--- config.mk ---
export PLATFORM = sky130hd
export DESIGN_NAME = ubsm_core
export DESIGN_NICKNAME = d
export VERILOG_FILES = /design/src/design/ubsm_pkg.sv /design/src/design/ubsm_timer_if.sv /design/src/design/ubsm_baud_timer.sv /design/src/design/ubsm_core.sv
export SDC_FILE = /design/constraint.sdc
export NUM_CORES = 1
export LEC_CHECK = 0
export ABC_AREA = 1
export BUFFER_PORTS_ARGS = -buffer_cell sky130_fd_sc_hd__buf_2
export CORE_ASPECT_RATIO = 0.8
export CORE_MARGIN = 5
export CORE_UTILIZATION = 55
export CTS_CLUSTER_SIZE = 25
export DETAILED_ROUTE_END_ITERATION = 8
export GPL_TIMING_DRIVEN = 0
export PLACE_DENSITY = 0.75
export REMOVE_ABC_BUFFERS = 1
export SLEW_MARGIN = 10
export SYNTH_ARGS = -nofsm -noshare
export SYNTH_HDL_FRONTEND = slang
export SYNTH_HIERARCHICAL = 1
export SYNTH_SLANG_ARGS = --single-unit
--- constraint.sdc ---
create_clock -name CORE_CLK -period 4.48 [get_ports CORE_CLK]
set_input_delay 0.896 -clock CORE_CLK [delete_from_list [all_inputs] [get_ports CORE_CLK]]
set_output_delay 0.896 -clock CORE_CLK [all_outputs]
set_load 0.01 [all_outputs]
--- src/design/ubsm_pkg.sv ---
// Functional notes
// RULE_01 - either clock select makes timer two baud source
// RULE_02 - uart1 selects in timer control, uart2 in power
// RULE_03 - high byte overflow reloads both count bytes
// RULE_04 - baud equals overflow rate over sixteen
// RULE_05 - timer baud is fosc over 32 times range
// RULE_06 - baud overflow never sets overflow flag
// RULE_07 - trigger edge sets flag, never reloads
// RULE_08 - software stops timer before count or reload access
// RULE_09 - mode 0 data on rxd, clock on txd
// RULE_10 - mode 0 bit rate is fosc over twelve
// RULE_11 - buffer write loads marker, send one cycle later
// RULE_12 - send drives rxd, clock low s3 to s5
// RULE_13 - transmit shifts right at s6p2, zero fill
// RULE_14 - send ends, flag set at tenth cycle s1p1
// RULE_15 - receive starts when enabled and flag clear
// RULE_16 - receive clock toggles s3p1 and s6p1, shift left
// RULE_17 - entering bit sampled at s5p2 same cycle
// RULE_18 - receive ends, buffer loads, flag set tenth cycle
// RULE_19 - done flags set by hardware, cleared by software
// RULE_20 - machine cycle is twelve phases s1 to s6
// RULE_21 - baud timer counts every two oscillator periods
package ubsm_pkg;
  // register indices on the plain port
  localparam logic [3:0] ADDR_SERIAL_CONTROL = 4'h0;
  localparam logic [3:0] ADDR_SERIAL_BUFFER  = 4'h1;
  localparam logic [3:0] ADDR_TIMER_CONTROL  = 4'h2;
  localparam logic [3:0] ADDR_POWER_CONTROL  = 4'h3;
  localparam logic [3:0] ADDR_COUNT_LOW      = 4'h4;
  localparam logic [3:0] ADDR_COUNT_HIGH     = 4'h5;
  localparam logic [3:0] ADDR_RELOAD_LOW     = 4'h6;
  localparam logic [3:0] ADDR_RELOAD_HIGH    = 4'h7;
  localparam logic [3:0] ADDR_BAUD_STATUS    = 4'h8;
  // serial control fields
  localparam int SC_RX_ENABLE = 4;
  localparam int SC_TX_DONE   = 1;
  localparam int SC_RX_DONE   = 0;
  // timer control fields
  localparam int TC_OVERFLOW  = 7;
  localparam int TC_EXT_FLAG  = 6;
  localparam int TC_RX_CLK    = 5;
  localparam int TC_TX_CLK    = 4;
  localparam int TC_EXT_EN    = 3;
  localparam int TC_RUN       = 2;
  localparam int TC_CNT_SEL   = 1;
  // power control fields for the second uart
  localparam int PC_RX_CLK    = 5;
  localparam int PC_TX_CLK    = 4;
  // machine cycle timing
  localparam int          OSC_PER_PHASE = 1;
  localparam logic [3:0]  PHASES_PER_MC = 4'hC;
  localparam logic [3:0]  PH_S1P1 = 4'h0;
  localparam logic [3:0]  PH_S3P1 = 4'h4;
  localparam logic [3:0]  PH_S5P2 = 4'h9;
  localparam logic [3:0]  PH_S6P1 = 4'hA;
  localparam logic [3:0]  PH_S6P2 = 4'hB;
  localparam int          BAUD_DIV_OSC  = 2;
  localparam logic [3:0]  BAUD_OVF_DIV  = 4'hF;
  localparam logic [3:0]  MODE0_CYCLES  = 4'hA;
  localparam logic [7:0]  REG_RESET     = 8'h00;
  localparam logic [8:0]  RX_PRELOAD    = 9'h1FE;
endpackage

--- src/design/ubsm_timer_if.sv ---
// baud timer view shared between the core and the timer module
interface ubsm_timer_if;
  logic [7:0] reload_lo;
  logic [7:0] reload_hi;
  logic       run;
  logic       cnt_sel;
  logic       baud_mode;
  logic       ext_tick;
  logic       wr_lo;
  logic       wr_hi;
  logic [7:0] wdata;
  logic [15:0] count;
  logic       overflow;
  logic       overflow_raw;
  modport core  (output reload_lo, reload_hi, run, cnt_sel, baud_mode, ext_tick, wr_lo, wr_hi, wdata,
                 input count, overflow, overflow_raw);
  modport timer (input reload_lo, reload_hi, run, cnt_sel, baud_mode, ext_tick, wr_lo, wr_hi, wdata,
                 output count, overflow, overflow_raw);
endinterface

--- src/design/ubsm_baud_timer.sv ---
module ubsm_baud_timer
  import ubsm_pkg::*;
(
  // clock and reset
  input  wire logic   clk,
  input  wire logic   rst_b,
  // register side
  ubsm_timer_if.timer tif
);
  logic        half_q;
  logic [15:0] cnt_q;
  logic [15:0] cnt_d;
  logic        ovf_q;
  logic        ovf_raw_q;
  wire         tick     = tif.cnt_sel ? tif.ext_tick : half_q;  // RULE_21
  wire         step     = tif.run && tick;
  wire         roll     = step && (cnt_q == 16'hFFFF);
  wire [15:0]  reload_v = {tif.reload_hi, tif.reload_lo};

  // count and reload; writes while running are software's hazard
  always_comb begin
    cnt_d = cnt_q;
    if (tif.wr_lo) cnt_d = {cnt_q[15:8], tif.wdata};
    else if (tif.wr_hi) cnt_d = {tif.wdata, cnt_q[7:0]};
    else if (roll) cnt_d = reload_v;  // RULE_03
    else if (step) cnt_d = cnt_q + 16'h0001;
  end

  always_ff @(posedge clk or negedge rst_b) begin
    if (!rst_b) begin
      half_q <= 1'b0;
      cnt_q  <= 16'h0000;
      ovf_q  <= 1'b0;
      ovf_raw_q <= 1'b0;
    end else begin
      half_q <= ~half_q;
      cnt_q  <= cnt_d;
      ovf_q  <= roll && tif.baud_mode;
      ovf_raw_q <= roll;  // every roll; the core drops it in baud mode
    end
  end

  assign tif.count    = cnt_q;
  assign tif.overflow = ovf_q;
  assign tif.overflow_raw = ovf_raw_q;

  reload_on_roll_a: assert property (@(posedge clk) disable iff (!rst_b)  // RULE_03
    (roll && !tif.wr_lo && !tif.wr_hi) |=> cnt_q == $past(reload_v))
    else $error("roll did not reload count");
  timer_half_rate_a: assert property (@(posedge clk) disable iff (!rst_b)  // RULE_21
    (tif.run && !tif.cnt_sel && step) |=> !step)
    else $error("timer stepped on two adjacent clocks");
endmodule

--- src/design/ubsm_core.sv ---
module ubsm_core
  import ubsm_pkg::*;
#(
  parameter int DATA_W = 8
) (
  // clock and reset
  input  wire logic              CORE_CLK,
  input  wire logic              RST_B,
  // register port
  input  wire logic [3:0]        ADDR,
  input  wire logic [DATA_W-1:0] WDATA,
  input  wire logic              WR_STB,
  input  wire logic              RD_STB,
  output logic      [DATA_W-1:0] RDATA,
  // timer trigger pins
  input  wire logic              EXTERNAL_TRIGGER_PIN,
  input  wire logic              TIMER_COUNT_PIN,
  // mode 0 pins: rxd bidirectional, txd shift clock
  input  wire logic              RXD_IN,
  output logic                   RXD_OUT,
  output logic                   RXD_OE,
  output logic                   TXD_OUT,
  // baud ticks for the asynchronous modes
  output logic                   UART1_TX_BAUD_TICK,
  output logic                   UART1_RX_BAUD_TICK,
  output logic                   UART2_TX_BAUD_TICK,
  output logic                   UART2_RX_BAUD_TICK
);
  typedef enum logic [2:0] {
    UBSM_IDLE = 3'b001,
    UBSM_WAIT = 3'b010,
    UBSM_RUN  = 3'b100
  } ubsm_seq_t;

  // reset release through two flops
  logic rst_s1_q;
  logic rst_q;
  always_ff @(posedge CORE_CLK or negedge RST_B) begin
    if (!RST_B) begin
      rst_s1_q <= 1'b0;
      rst_q    <= 1'b0;
    end else begin
      rst_s1_q <= 1'b1;
      rst_q    <= rst_s1_q;
    end
  end
  wire rst_b = rst_q;

  // registers
  logic [7:0] serial_control_reg_q;
  logic [7:0] serial_buffer_q;
  logic [7:0] timer_two_control_reg_q;
  logic [7:0] power_control_reg_q;
  logic [7:0] rlo_q;
  logic [7:0] rhi_q;
  logic [3:0] phase_q;
  logic       trig_q;
  logic       cnt_pin_q;
  logic [3:0] ovf_div_q;
  ubsm_timer_if tif ();

  // decode
  wire wr_serial_control_reg  = WR_STB && (ADDR == ADDR_SERIAL_CONTROL);
  wire wr_serial_buffer  = WR_STB && (ADDR == ADDR_SERIAL_BUFFER);
  wire wr_timer_two_control_reg = WR_STB && (ADDR == ADDR_TIMER_CONTROL);
  wire wr_power_control_reg  = WR_STB && (ADDR == ADDR_POWER_CONTROL);
  wire wr_rlo   = WR_STB && (ADDR == ADDR_RELOAD_LOW);
  wire wr_rhi   = WR_STB && (ADDR == ADDR_RELOAD_HIGH);
  wire uart1_sel = timer_two_control_reg_q[TC_RX_CLK] | timer_two_control_reg_q[TC_TX_CLK];  // RULE_02
  wire uart2_sel = power_control_reg_q[PC_RX_CLK] | power_control_reg_q[PC_TX_CLK];  // RULE_02
  wire baud_mode = uart1_sel | uart2_sel;  // RULE_01
  wire trig_fall = trig_q && !EXTERNAL_TRIGGER_PIN;
  wire cnt_fall  = cnt_pin_q && !TIMER_COUNT_PIN;
  wire ext_set   = baud_mode && timer_two_control_reg_q[TC_EXT_EN] && trig_fall;  // RULE_07
  // overflow outside baud mode, set flag; baud mode leaves it alone
  wire ovf_set   = tif.overflow_raw && !baud_mode;  // RULE_06

  function automatic logic at_phase(input logic [3:0] ph, input logic [3:0] want);
    return ph == want;
  endfunction

  // first bit in lands at bit 7 after the left shifts; turn the byte round so it reads lsb first
  function automatic logic [7:0] rev_byte(input logic [7:0] b);
    return {b[0], b[1], b[2], b[3], b[4], b[5], b[6], b[7]};
  endfunction

  // machine cycle phase counter: twelve phases
  wire mc_end = at_phase(phase_q, PHASES_PER_MC - 4'h1);  // RULE_10 RULE_20
  always_ff @(posedge CORE_CLK or negedge rst_b) begin
    if (!rst_b) phase_q <= 4'h0;
    else phase_q <= mc_end ? 4'h0 : phase_q + 4'h1;
  end
  wire p_s1p1 = at_phase(phase_q, PH_S1P1);
  wire p_s3p1 = at_phase(phase_q, PH_S3P1);
  wire p_s5p2 = at_phase(phase_q, PH_S5P2);
  wire p_s6p1 = at_phase(phase_q, PH_S6P1);
  wire p_s6p2 = at_phase(phase_q, PH_S6P2);

  // timer wiring
  assign tif.reload_lo = rlo_q;
  assign tif.reload_hi = rhi_q;
  assign tif.run       = timer_two_control_reg_q[TC_RUN];
  assign tif.cnt_sel   = timer_two_control_reg_q[TC_CNT_SEL];
  assign tif.baud_mode = baud_mode;
  assign tif.ext_tick  = cnt_fall;
  assign tif.wr_lo     = WR_STB && (ADDR == ADDR_COUNT_LOW);
  assign tif.wr_hi     = WR_STB && (ADDR == ADDR_COUNT_HIGH);
  assign tif.wdata     = WDATA;
  ubsm_baud_timer u_timer (
    .clk   (CORE_CLK),
    .rst_b (rst_b),
    .tif   (tif)
  );
  wire baud_ovf = tif.overflow;

  // mode 0 transmitter
  ubsm_seq_t  tx_st_q;
  logic [8:0] tx_sr_q;
  logic [3:0] tx_mc_q;
  logic       tx_done_set;
  wire        tx_send  = (tx_st_q == UBSM_RUN);
  wire        tx_last  = (tx_sr_q[8:1] == 8'h01);  // RULE_14
  assign tx_done_set = tx_send && p_s1p1 && (tx_mc_q == MODE0_CYCLES);  // RULE_14
  always_ff @(posedge CORE_CLK or negedge rst_b) begin
    if (!rst_b) begin
      tx_st_q <= UBSM_IDLE;
      tx_sr_q <= 9'h000;
      tx_mc_q <= 4'h0;
    end else if (wr_serial_buffer) begin
      tx_st_q <= UBSM_WAIT;
      tx_sr_q <= {1'b1, WDATA};  // RULE_11
      tx_mc_q <= 4'h0;
    end else begin
      if (tx_st_q != UBSM_IDLE && mc_end) tx_mc_q <= tx_mc_q + 4'h1;
      unique case (tx_st_q)
        UBSM_IDLE: tx_st_q <= UBSM_IDLE;
        UBSM_WAIT: if (mc_end && tx_mc_q == 4'h1) tx_st_q <= UBSM_RUN;  // RULE_11
        UBSM_RUN: begin
          if (p_s6p2) tx_sr_q <= {1'b0, tx_sr_q[8:1]};  // RULE_13
          if (tx_done_set) tx_st_q <= UBSM_IDLE;
        end
      endcase
    end
  end

  // mode 0 receiver
  ubsm_seq_t  rx_st_q;
  logic [8:0] rx_sr_q;
  logic [3:0] rx_mc_q;
  logic       rx_bit_q;
  logic       rx_done_set;
  wire [7:0]  rx_byte  = rev_byte(rx_sr_q[7:0]);  // RULE_09
  wire        rx_recv  = (rx_st_q == UBSM_RUN);
  wire        rx_start = serial_control_reg_q[SC_RX_ENABLE] && !serial_control_reg_q[SC_RX_DONE] && !wr_serial_control_reg;  // RULE_15
  assign rx_done_set = rx_recv && p_s1p1 && (rx_mc_q == MODE0_CYCLES);  // RULE_18
  always_ff @(posedge CORE_CLK or negedge rst_b) begin
    if (!rst_b) begin
      rx_st_q  <= UBSM_IDLE;
      rx_sr_q  <= 9'h1FF;
      rx_mc_q  <= 4'h0;
      rx_bit_q <= 1'b0;
    end else begin
      if (rx_st_q != UBSM_IDLE && mc_end) rx_mc_q <= rx_mc_q + 4'h1;
      if (p_s5p2) rx_bit_q <= RXD_IN;  // RULE_17
      unique case (rx_st_q)
        UBSM_IDLE: if (rx_start) begin
          rx_st_q <= UBSM_WAIT;
          rx_mc_q <= 4'h0;
        end
        UBSM_WAIT: if (p_s6p2 && rx_mc_q == 4'h1) begin
          rx_sr_q <= RX_PRELOAD;  // RULE_15
          rx_st_q <= UBSM_RUN;
        end
        UBSM_RUN: begin
          if (p_s6p2 && rx_sr_q[8]) rx_sr_q <= {rx_sr_q[7:0], rx_bit_q};  // RULE_16
          if (rx_done_set) rx_st_q <= UBSM_IDLE;  // RULE_18
        end
      endcase
    end
  end

  // registers: hardware set wins over software clear
  always_ff @(posedge CORE_CLK or negedge rst_b) begin
    if (!rst_b) begin
      serial_control_reg_q  <= REG_RESET;
      serial_buffer_q  <= REG_RESET;
      timer_two_control_reg_q <= REG_RESET;
      power_control_reg_q  <= REG_RESET;
      rlo_q   <= REG_RESET;
      rhi_q   <= REG_RESET;
    end else begin
      if (wr_serial_control_reg) serial_control_reg_q <= WDATA;
      if (tx_done_set) serial_control_reg_q[SC_TX_DONE] <= 1'b1;  // RULE_19
      if (rx_done_set) serial_control_reg_q[SC_RX_DONE] <= 1'b1;  // RULE_19
      if (rx_done_set) serial_buffer_q <= rx_byte;  // RULE_18
      if (wr_timer_two_control_reg) timer_two_control_reg_q <= WDATA;
      if (ovf_set) timer_two_control_reg_q[TC_OVERFLOW] <= 1'b1;  // RULE_06
      if (ext_set) timer_two_control_reg_q[TC_EXT_FLAG] <= 1'b1;  // RULE_07
      if (wr_power_control_reg) power_control_reg_q <= WDATA;
      if (wr_rlo) rlo_q <= WDATA;
      if (wr_rhi) rhi_q <= WDATA;
    end
  end

  // read mux, answered one cycle after the strobe
  logic [7:0] rd_mux;
  always_comb begin
    rd_mux = 8'h00;
    unique case (ADDR)
      ADDR_SERIAL_CONTROL: rd_mux = serial_control_reg_q;
      ADDR_SERIAL_BUFFER:  rd_mux = serial_buffer_q;
      ADDR_TIMER_CONTROL:  rd_mux = timer_two_control_reg_q;
      ADDR_POWER_CONTROL:  rd_mux = power_control_reg_q;
      ADDR_COUNT_LOW:      rd_mux = tif.count[7:0];
      ADDR_COUNT_HIGH:     rd_mux = tif.count[15:8];
      ADDR_RELOAD_LOW:     rd_mux = rlo_q;
      ADDR_RELOAD_HIGH:    rd_mux = rhi_q;
      ADDR_BAUD_STATUS:    rd_mux = {4'h0, ovf_div_q};
      default:             rd_mux = 8'h00;
    endcase
  end

  // shift clock and pin drive; clock high s6 to s2, low s3 to s5
  wire sclk_low = (phase_q >= PH_S3P1) && (phase_q < PH_S6P1);  // RULE_12
  always_ff @(posedge CORE_CLK or negedge rst_b) begin
    if (!rst_b) begin
      RDATA     <= 8'h00;
      RXD_OUT   <= 1'b1;
      RXD_OE    <= 1'b0;
      TXD_OUT   <= 1'b1;
      trig_q    <= 1'b1;
      cnt_pin_q <= 1'b1;
      ovf_div_q <= 4'h0;
      UART1_TX_BAUD_TICK <= 1'b0;
      UART1_RX_BAUD_TICK <= 1'b0;
      UART2_TX_BAUD_TICK <= 1'b0;
      UART2_RX_BAUD_TICK <= 1'b0;
    end else begin
      RDATA     <= RD_STB ? rd_mux : 8'h00;
      RXD_OUT   <= tx_send ? tx_sr_q[0] : 1'b1;  // RULE_12
      RXD_OE    <= tx_send;  // RULE_09
      TXD_OUT   <= (tx_send || rx_recv) ? !sclk_low : 1'b1;  // RULE_16
      trig_q    <= EXTERNAL_TRIGGER_PIN;
      cnt_pin_q <= TIMER_COUNT_PIN;
      if (baud_ovf) ovf_div_q <= ovf_div_q + 4'h1;
      // one tick per sixteen overflows
      UART1_TX_BAUD_TICK <= baud_ovf && ovf_div_q == BAUD_OVF_DIV && timer_two_control_reg_q[TC_TX_CLK];  // RULE_04
      UART1_RX_BAUD_TICK <= baud_ovf && ovf_div_q == BAUD_OVF_DIV && timer_two_control_reg_q[TC_RX_CLK];  // RULE_04
      UART2_TX_BAUD_TICK <= baud_ovf && ovf_div_q == BAUD_OVF_DIV && power_control_reg_q[PC_TX_CLK];  // RULE_05
      UART2_RX_BAUD_TICK <= baud_ovf && ovf_div_q == BAUD_OVF_DIV && power_control_reg_q[PC_RX_CLK];  // RULE_05
    end
  end

  tx_lsb_first_a: assert property (@(posedge CORE_CLK) disable iff (!rst_b)  // RULE_13
    (tx_send && p_s6p2 && !wr_serial_buffer) |=> tx_sr_q == {1'b0, $past(tx_sr_q[8:1])})
    else $error("transmit shift not right with zero fill");
  tx_done_time_a: assert property (@(posedge CORE_CLK) disable iff (!rst_b)  // RULE_14
    (tx_done_set && !wr_serial_buffer) |=> !tx_send && serial_control_reg_q[SC_TX_DONE])
    else $error("send not ended with flag");
  tx_marker_last_a: assert property (@(posedge CORE_CLK) disable iff (!rst_b)  // RULE_14
    tx_done_set |-> tx_sr_q[8:1] == 8'h00)
    else $error("marker not consumed at end of send");
  rx_sample_a: assert property (@(posedge CORE_CLK) disable iff (!rst_b)  // RULE_17
    p_s5p2 |=> rx_bit_q == $past(RXD_IN))
    else $error("receive sample missed");
  sclk_shape_a: assert property (@(posedge CORE_CLK) disable iff (!rst_b)  // RULE_12
    (tx_send && p_s3p1 && !wr_serial_buffer) |=> !TXD_OUT [*3])
    else $error("shift clock not low after s3");
  no_ovf_flag_a: assert property (@(posedge CORE_CLK) disable iff (!rst_b)  // RULE_06
    (baud_mode && !wr_timer_two_control_reg && !timer_two_control_reg_q[TC_OVERFLOW]) |=> !timer_two_control_reg_q[TC_OVERFLOW])
    else $error("overflow flag set in baud mode");
  rx_flag_load_a: assert property (@(posedge CORE_CLK) disable iff (!rst_b)  // RULE_18
    rx_done_set |=> serial_control_reg_q[SC_RX_DONE] && serial_buffer_q == $past(rx_byte))
    else $error("receive completion missing");
  mc_wrap_a: assert property (@(posedge CORE_CLK) disable iff (!rst_b)  // RULE_20
    mc_end |=> phase_q == 4'h0)
    else $error("machine cycle not twelve phases");

  // mode 0 sequencing, timer flag and tick checks
  tx_marker_left_a: assert property (@(posedge CORE_CLK) disable iff (!rst_b)  // RULE_14
    (tx_send && p_s1p1 && tx_mc_q == MODE0_CYCLES - 4'h1) |-> tx_last)
    else $error("marker not beside msb before last shift");
  tx_wait_a: assert property (@(posedge CORE_CLK) disable iff (!rst_b)  // RULE_11
    wr_serial_buffer |=> !tx_send [*8])
    else $error("send began too soon after buffer write");
  sclk_high_a: assert property (@(posedge CORE_CLK) disable iff (!rst_b)  // RULE_12
    (tx_send && p_s6p1) |=> TXD_OUT)
    else $error("shift clock not high at s6");
  rx_preload_a: assert property (@(posedge CORE_CLK) disable iff (!rst_b)  // RULE_15
    (rx_st_q == UBSM_WAIT && p_s6p2 && rx_mc_q == 4'h1) |=> rx_recv && rx_sr_q == RX_PRELOAD)
    else $error("receive preload or start missed");
  rx_flag_hold_a: assert property (@(posedge CORE_CLK) disable iff (!rst_b)  // RULE_15
    (rx_st_q == UBSM_IDLE && serial_control_reg_q[SC_RX_DONE]) |=> rx_st_q == UBSM_IDLE)
    else $error("receive started with flag set");
  rx_left_shift_a: assert property (@(posedge CORE_CLK) disable iff (!rst_b)  // RULE_16
    (rx_recv && p_s6p2 && rx_sr_q[8]) |=> rx_sr_q == {$past(rx_sr_q[7:0]), $past(rx_bit_q)})
    else $error("receive shift not left with sampled bit");
  baud_tick_a: assert property (@(posedge CORE_CLK) disable iff (!rst_b)  // RULE_04
    (UART1_TX_BAUD_TICK || UART1_RX_BAUD_TICK || UART2_TX_BAUD_TICK || UART2_RX_BAUD_TICK)
    |-> ovf_div_q == 4'h0)
    else $error("baud tick not on sixteenth overflow");
  ovf_flag_set_a: assert property (@(posedge CORE_CLK) disable iff (!rst_b)  // RULE_06
    (ovf_set && !wr_timer_two_control_reg) |=> timer_two_control_reg_q[TC_OVERFLOW])
    else $error("overflow flag missed outside baud mode");
endmodule

==> flow_summary.json <==
{
  "outcome": "complete, no violations",
  "stdcell_count": 1025,
  "clock_latency_ns": 0.41,
  "power_density_mw_per_mm2": 468,
  "slowest_stage": "nor2_1",
  "cts.clk_slew.worst_paths_ns": 0.05,
  "drc": 0,
  "crit_type": "primary input to flop",
  "drtPass1Iterations": 5,
  "worst-path-stages": 11,
  "pwr-share-clk": 0.420,
  "antenna_found_initial": 0,
  "netlist_instances": 829,
  "avgSynthCellArea_um2": 7.96,
  "cp_top_family": "simple AND/OR/NAND/NOR gates",
  "synth-seq-cells": 127,
  "tritoncts": "built",
  "n_fill_cell": 968,
  "cts_buffer_depth": 2,
  "h-tree-depth": 4,
  "start_kind": "primary input",
  "routed_wl_um": 17700,
  "post_cts_buffers": 0,
  "grt_pass1_wl_um": 28500,
  "crit_top_cell": "inv_1",
  "worstPathRequired_ns": 4.78,
  "postRouteAntennaNets": 0,
  "drv_cap": 0,
  "finalNetCount": 894,
  "cts_made_buffers": 17,
  "fp.dieH_um": 108,
  "period_needed_ns": 3.17,
  "synth_warnings": 6,
  "ctsHoldBuffers": 0,
  "io_pins": 34,
  "slew_viol_final": 0,
  "drive_above_1_share": 0.151,
  "placed_cell_area_mm2": 0.00691,
  "pwr-share-comb": 0.150,
  "leakagePower_uw": 0.00384,
  "hold_path_class": "primary input to asynchronous set/reset pin",
  "syn-cell-area_mm2": 0.00660,
  "ctsResizeCount": 0,
  "wl_per_cell_um": 17.3,
  "die_area_mm2": 0.0143,
  "fin_crit_sh": 0.707,
  "grt_overflow_total": 0,
  "ir_drop_v": 0.000365,
  "cp_num_buf_inv": 5,
  "p_switching_uw": 1020,
  "num_antenna_cells": 0,
  "area_delta_synth_final_pct": 14.3,
  "dp_hpwl_um": 12800,
  "postLayoutCellArea_mm2": 0.00754,
  "dp_cells": 993,
  "dp_slack_ns": 1.06,
  "maxSlewHeadroom": 0.307,
  "reg2reg_depth": 6,
  "cts-root-buf": "clkbuf_16",
  "drtIter0Drc": 563,
  "hold_violations": 0,
  "worst_hold_slack_ns": 0.259,
  "core_mm2": 0.0116,
  "final_util": 0.648,
  "p_seq_frac": 0.430,
  "cts.sinks": 127,
  "p_int_uw": 2500,
  "fp-row-count": 35,
  "initial_core_util": 0.566,
  "regToRegSetupSlack_ns": 2.25,
  "synth_seq_area_share": 0.484,
  "finalClockSkew_ns": 0.00730,
  "gp_congestion": 1.05,
  "vias": 5899,
  "path_cells": "buf_2 -> inv_1 -> nand2_1 -> nor2_1 -> inv_1 -> nor2_1 -> inv_1 -> nand2_2 -> inv_1 -> nor2_1 -> a21oi_2",
  "setup_slack_ns": 1.31,
  "cp_data_arrival_time_ns": 3.46,
  "worstPathMaxFanout": 11,
  "slowest_delay_ns": 0.82,
  "port_buffers": 33,
  "worstReg2RegEnd": "rx_sr_q[5]",
  "grt_max_degree": 51,
  "switching_share": 0.290,
  "synth_cell_types": 42,
  "fmax_mhz": 316,
  "die_x_um": 132,
  "via_per_inst": 5.76,
  "grt_pass1_vias": 5651,
  "finalSetupViolations": 0,
  "reg2reg_from": "phase_q[0]",
  "grt_use_total": 0.256,
  "worstMarginPinSlew_ns": 1.04,
  "worstSetupEndpointType": "flop",
  "rsz0062_at_grt": "false"
}
==> cells by family (layout without fill, tap and decap cells) <==
family,count (synthesis),count (layout),share of synthesized area
compound gates,116,116,0.100
flops,127,127,0.484
mux,1,1,0.00171
xor+xnor,12,12,0.0159
buf+inv,118,166,0.0722
fa+ha+maj,11,11,0.0209
simple gates,443,443,0.304
other cells,1,1,0.000568
==> final cells by class <==
class / count / area (um2) / area share
clock buffer: 20 / 447 / 0.0592
multi-input combinational: 584 / 2930 / 0.389
tap: 148 / 185 / 0.0245
clock inverter: 12 / 190 / 0.0252
sequential: 127 / 3200 / 0.424
inverter: 98 / 368 / 0.0488
timing repair buffer: 36 / 220 / 0.0292
==> cell usage after synthesis (all sizes together) <==
library cell / n / area (um2)
nand2: 237 / 925
o211ai: 15 / 118
conb: 1 / 3.75
inv: 98 / 368
xor2: 8 / 70.1
dfstp: 15 / 394
nor4: 1 / 6.26
buf: 15 / 90.1
nand3: 106 / 578
o21bai: 6 / 45.0
dfrtp: 112 / 2800
xnor2: 4 / 35.0
nor2: 82 / 384
o221ai: 1 / 8.76
and2: 1 / 6.26
a21boi: 1 / 7.51
a21oi: 29 / 153
o22ai: 1 / 6.26
clkbuf: 5 / 18.8
nor3: 2 / 15.0
ha: 11 / 138
o21ai: 63 / 323
mux2: 1 / 11.3
or2: 3 / 18.8
nand3b: 4 / 30.0
nand4: 7 / 43.8
==> cells in the final DEF, fill, tap and decap left out, drive strengths merged <==
cell,count
ha,11
nand3b,4
mux2,1
conb,1
inv,98
o211ai,15
dfrtp,112
bufinv,5
nor3,2
o21ai,63
clkinv,5
dfstp,15
clkbuf,20
nor4,1
a21boi,1
nand2,237
o221ai,1
clkinvlp,2
o21bai,6
nand4,7
nand3,106
nor2,82
xnor2,4
or2,3
and2,1
o22ai,1
xor2,8
a21oi,29
buf,36
==> metal layers <==
metal / GRT usage / vias up / routed length [um]
met5: 0 / - / 0
met4: 0.0942 / 0 / 447
met1: 0.364 / 2834 / 7750
li1: - / 2751 / -
met2: 0.381 / 278 / 7750
met3: 0.0651 / 36 / 1740
==> power by group through the flow <==
stage                     sequential (uW)  combinational (uW)  clock [uW]
final                                1520                 528        1480
after CTS                            1510                 520        1500
after global placement               1530                 470           0
after detailed placement             1520                 515           0
after global routing                 1540                 598        1550
after floorplan                      1470                 378           0
==> worst max-delay path by stage <==
stage,slack (ns),from,endpoint
after detailed placement,1.06,ADDR[3],u_timer/tif.count[13]
after global routing,1.18,ADDR[3],u_timer/tif.count[11]
final,1.31,ADDR[3],u_timer/tif.count[13]
after floorplan,0.71,rst_b,RDATA[0]
after global placement,-0.63,rst_b,tx_mc_q[2]
after CTS,1.46,ADDR[3],u_timer/tif.count[13]
==> metrics by stage <==
step	power [uW]	setup TNS [ns]
after floorplan	1850	0
after global placement	2000	-68.64
after detailed placement	2040	0
after CTS	3530	0
after global routing	3690	0
final	3530	0
==> sequential cells by signal, summed over array words and instances, names as in the netlist, 3 cells and up <==
register / cells
u_timer/tif.count: 16
rx_sr_q: 9
tx_sr_q: 9
RDATA: 8
power_control_reg_q: 8
rhi_q: 8
rlo_q: 8
serial_buffer_q: 8
serial_control_reg_q: 8
timer_two_control_reg_q: 8
ovf_div_q: 4
phase_q: 4
rx_mc_q: 4
tx_mc_q: 4
rx_st_q: 3
tx_st_q: 3
(Power assumes the default switching activity.)
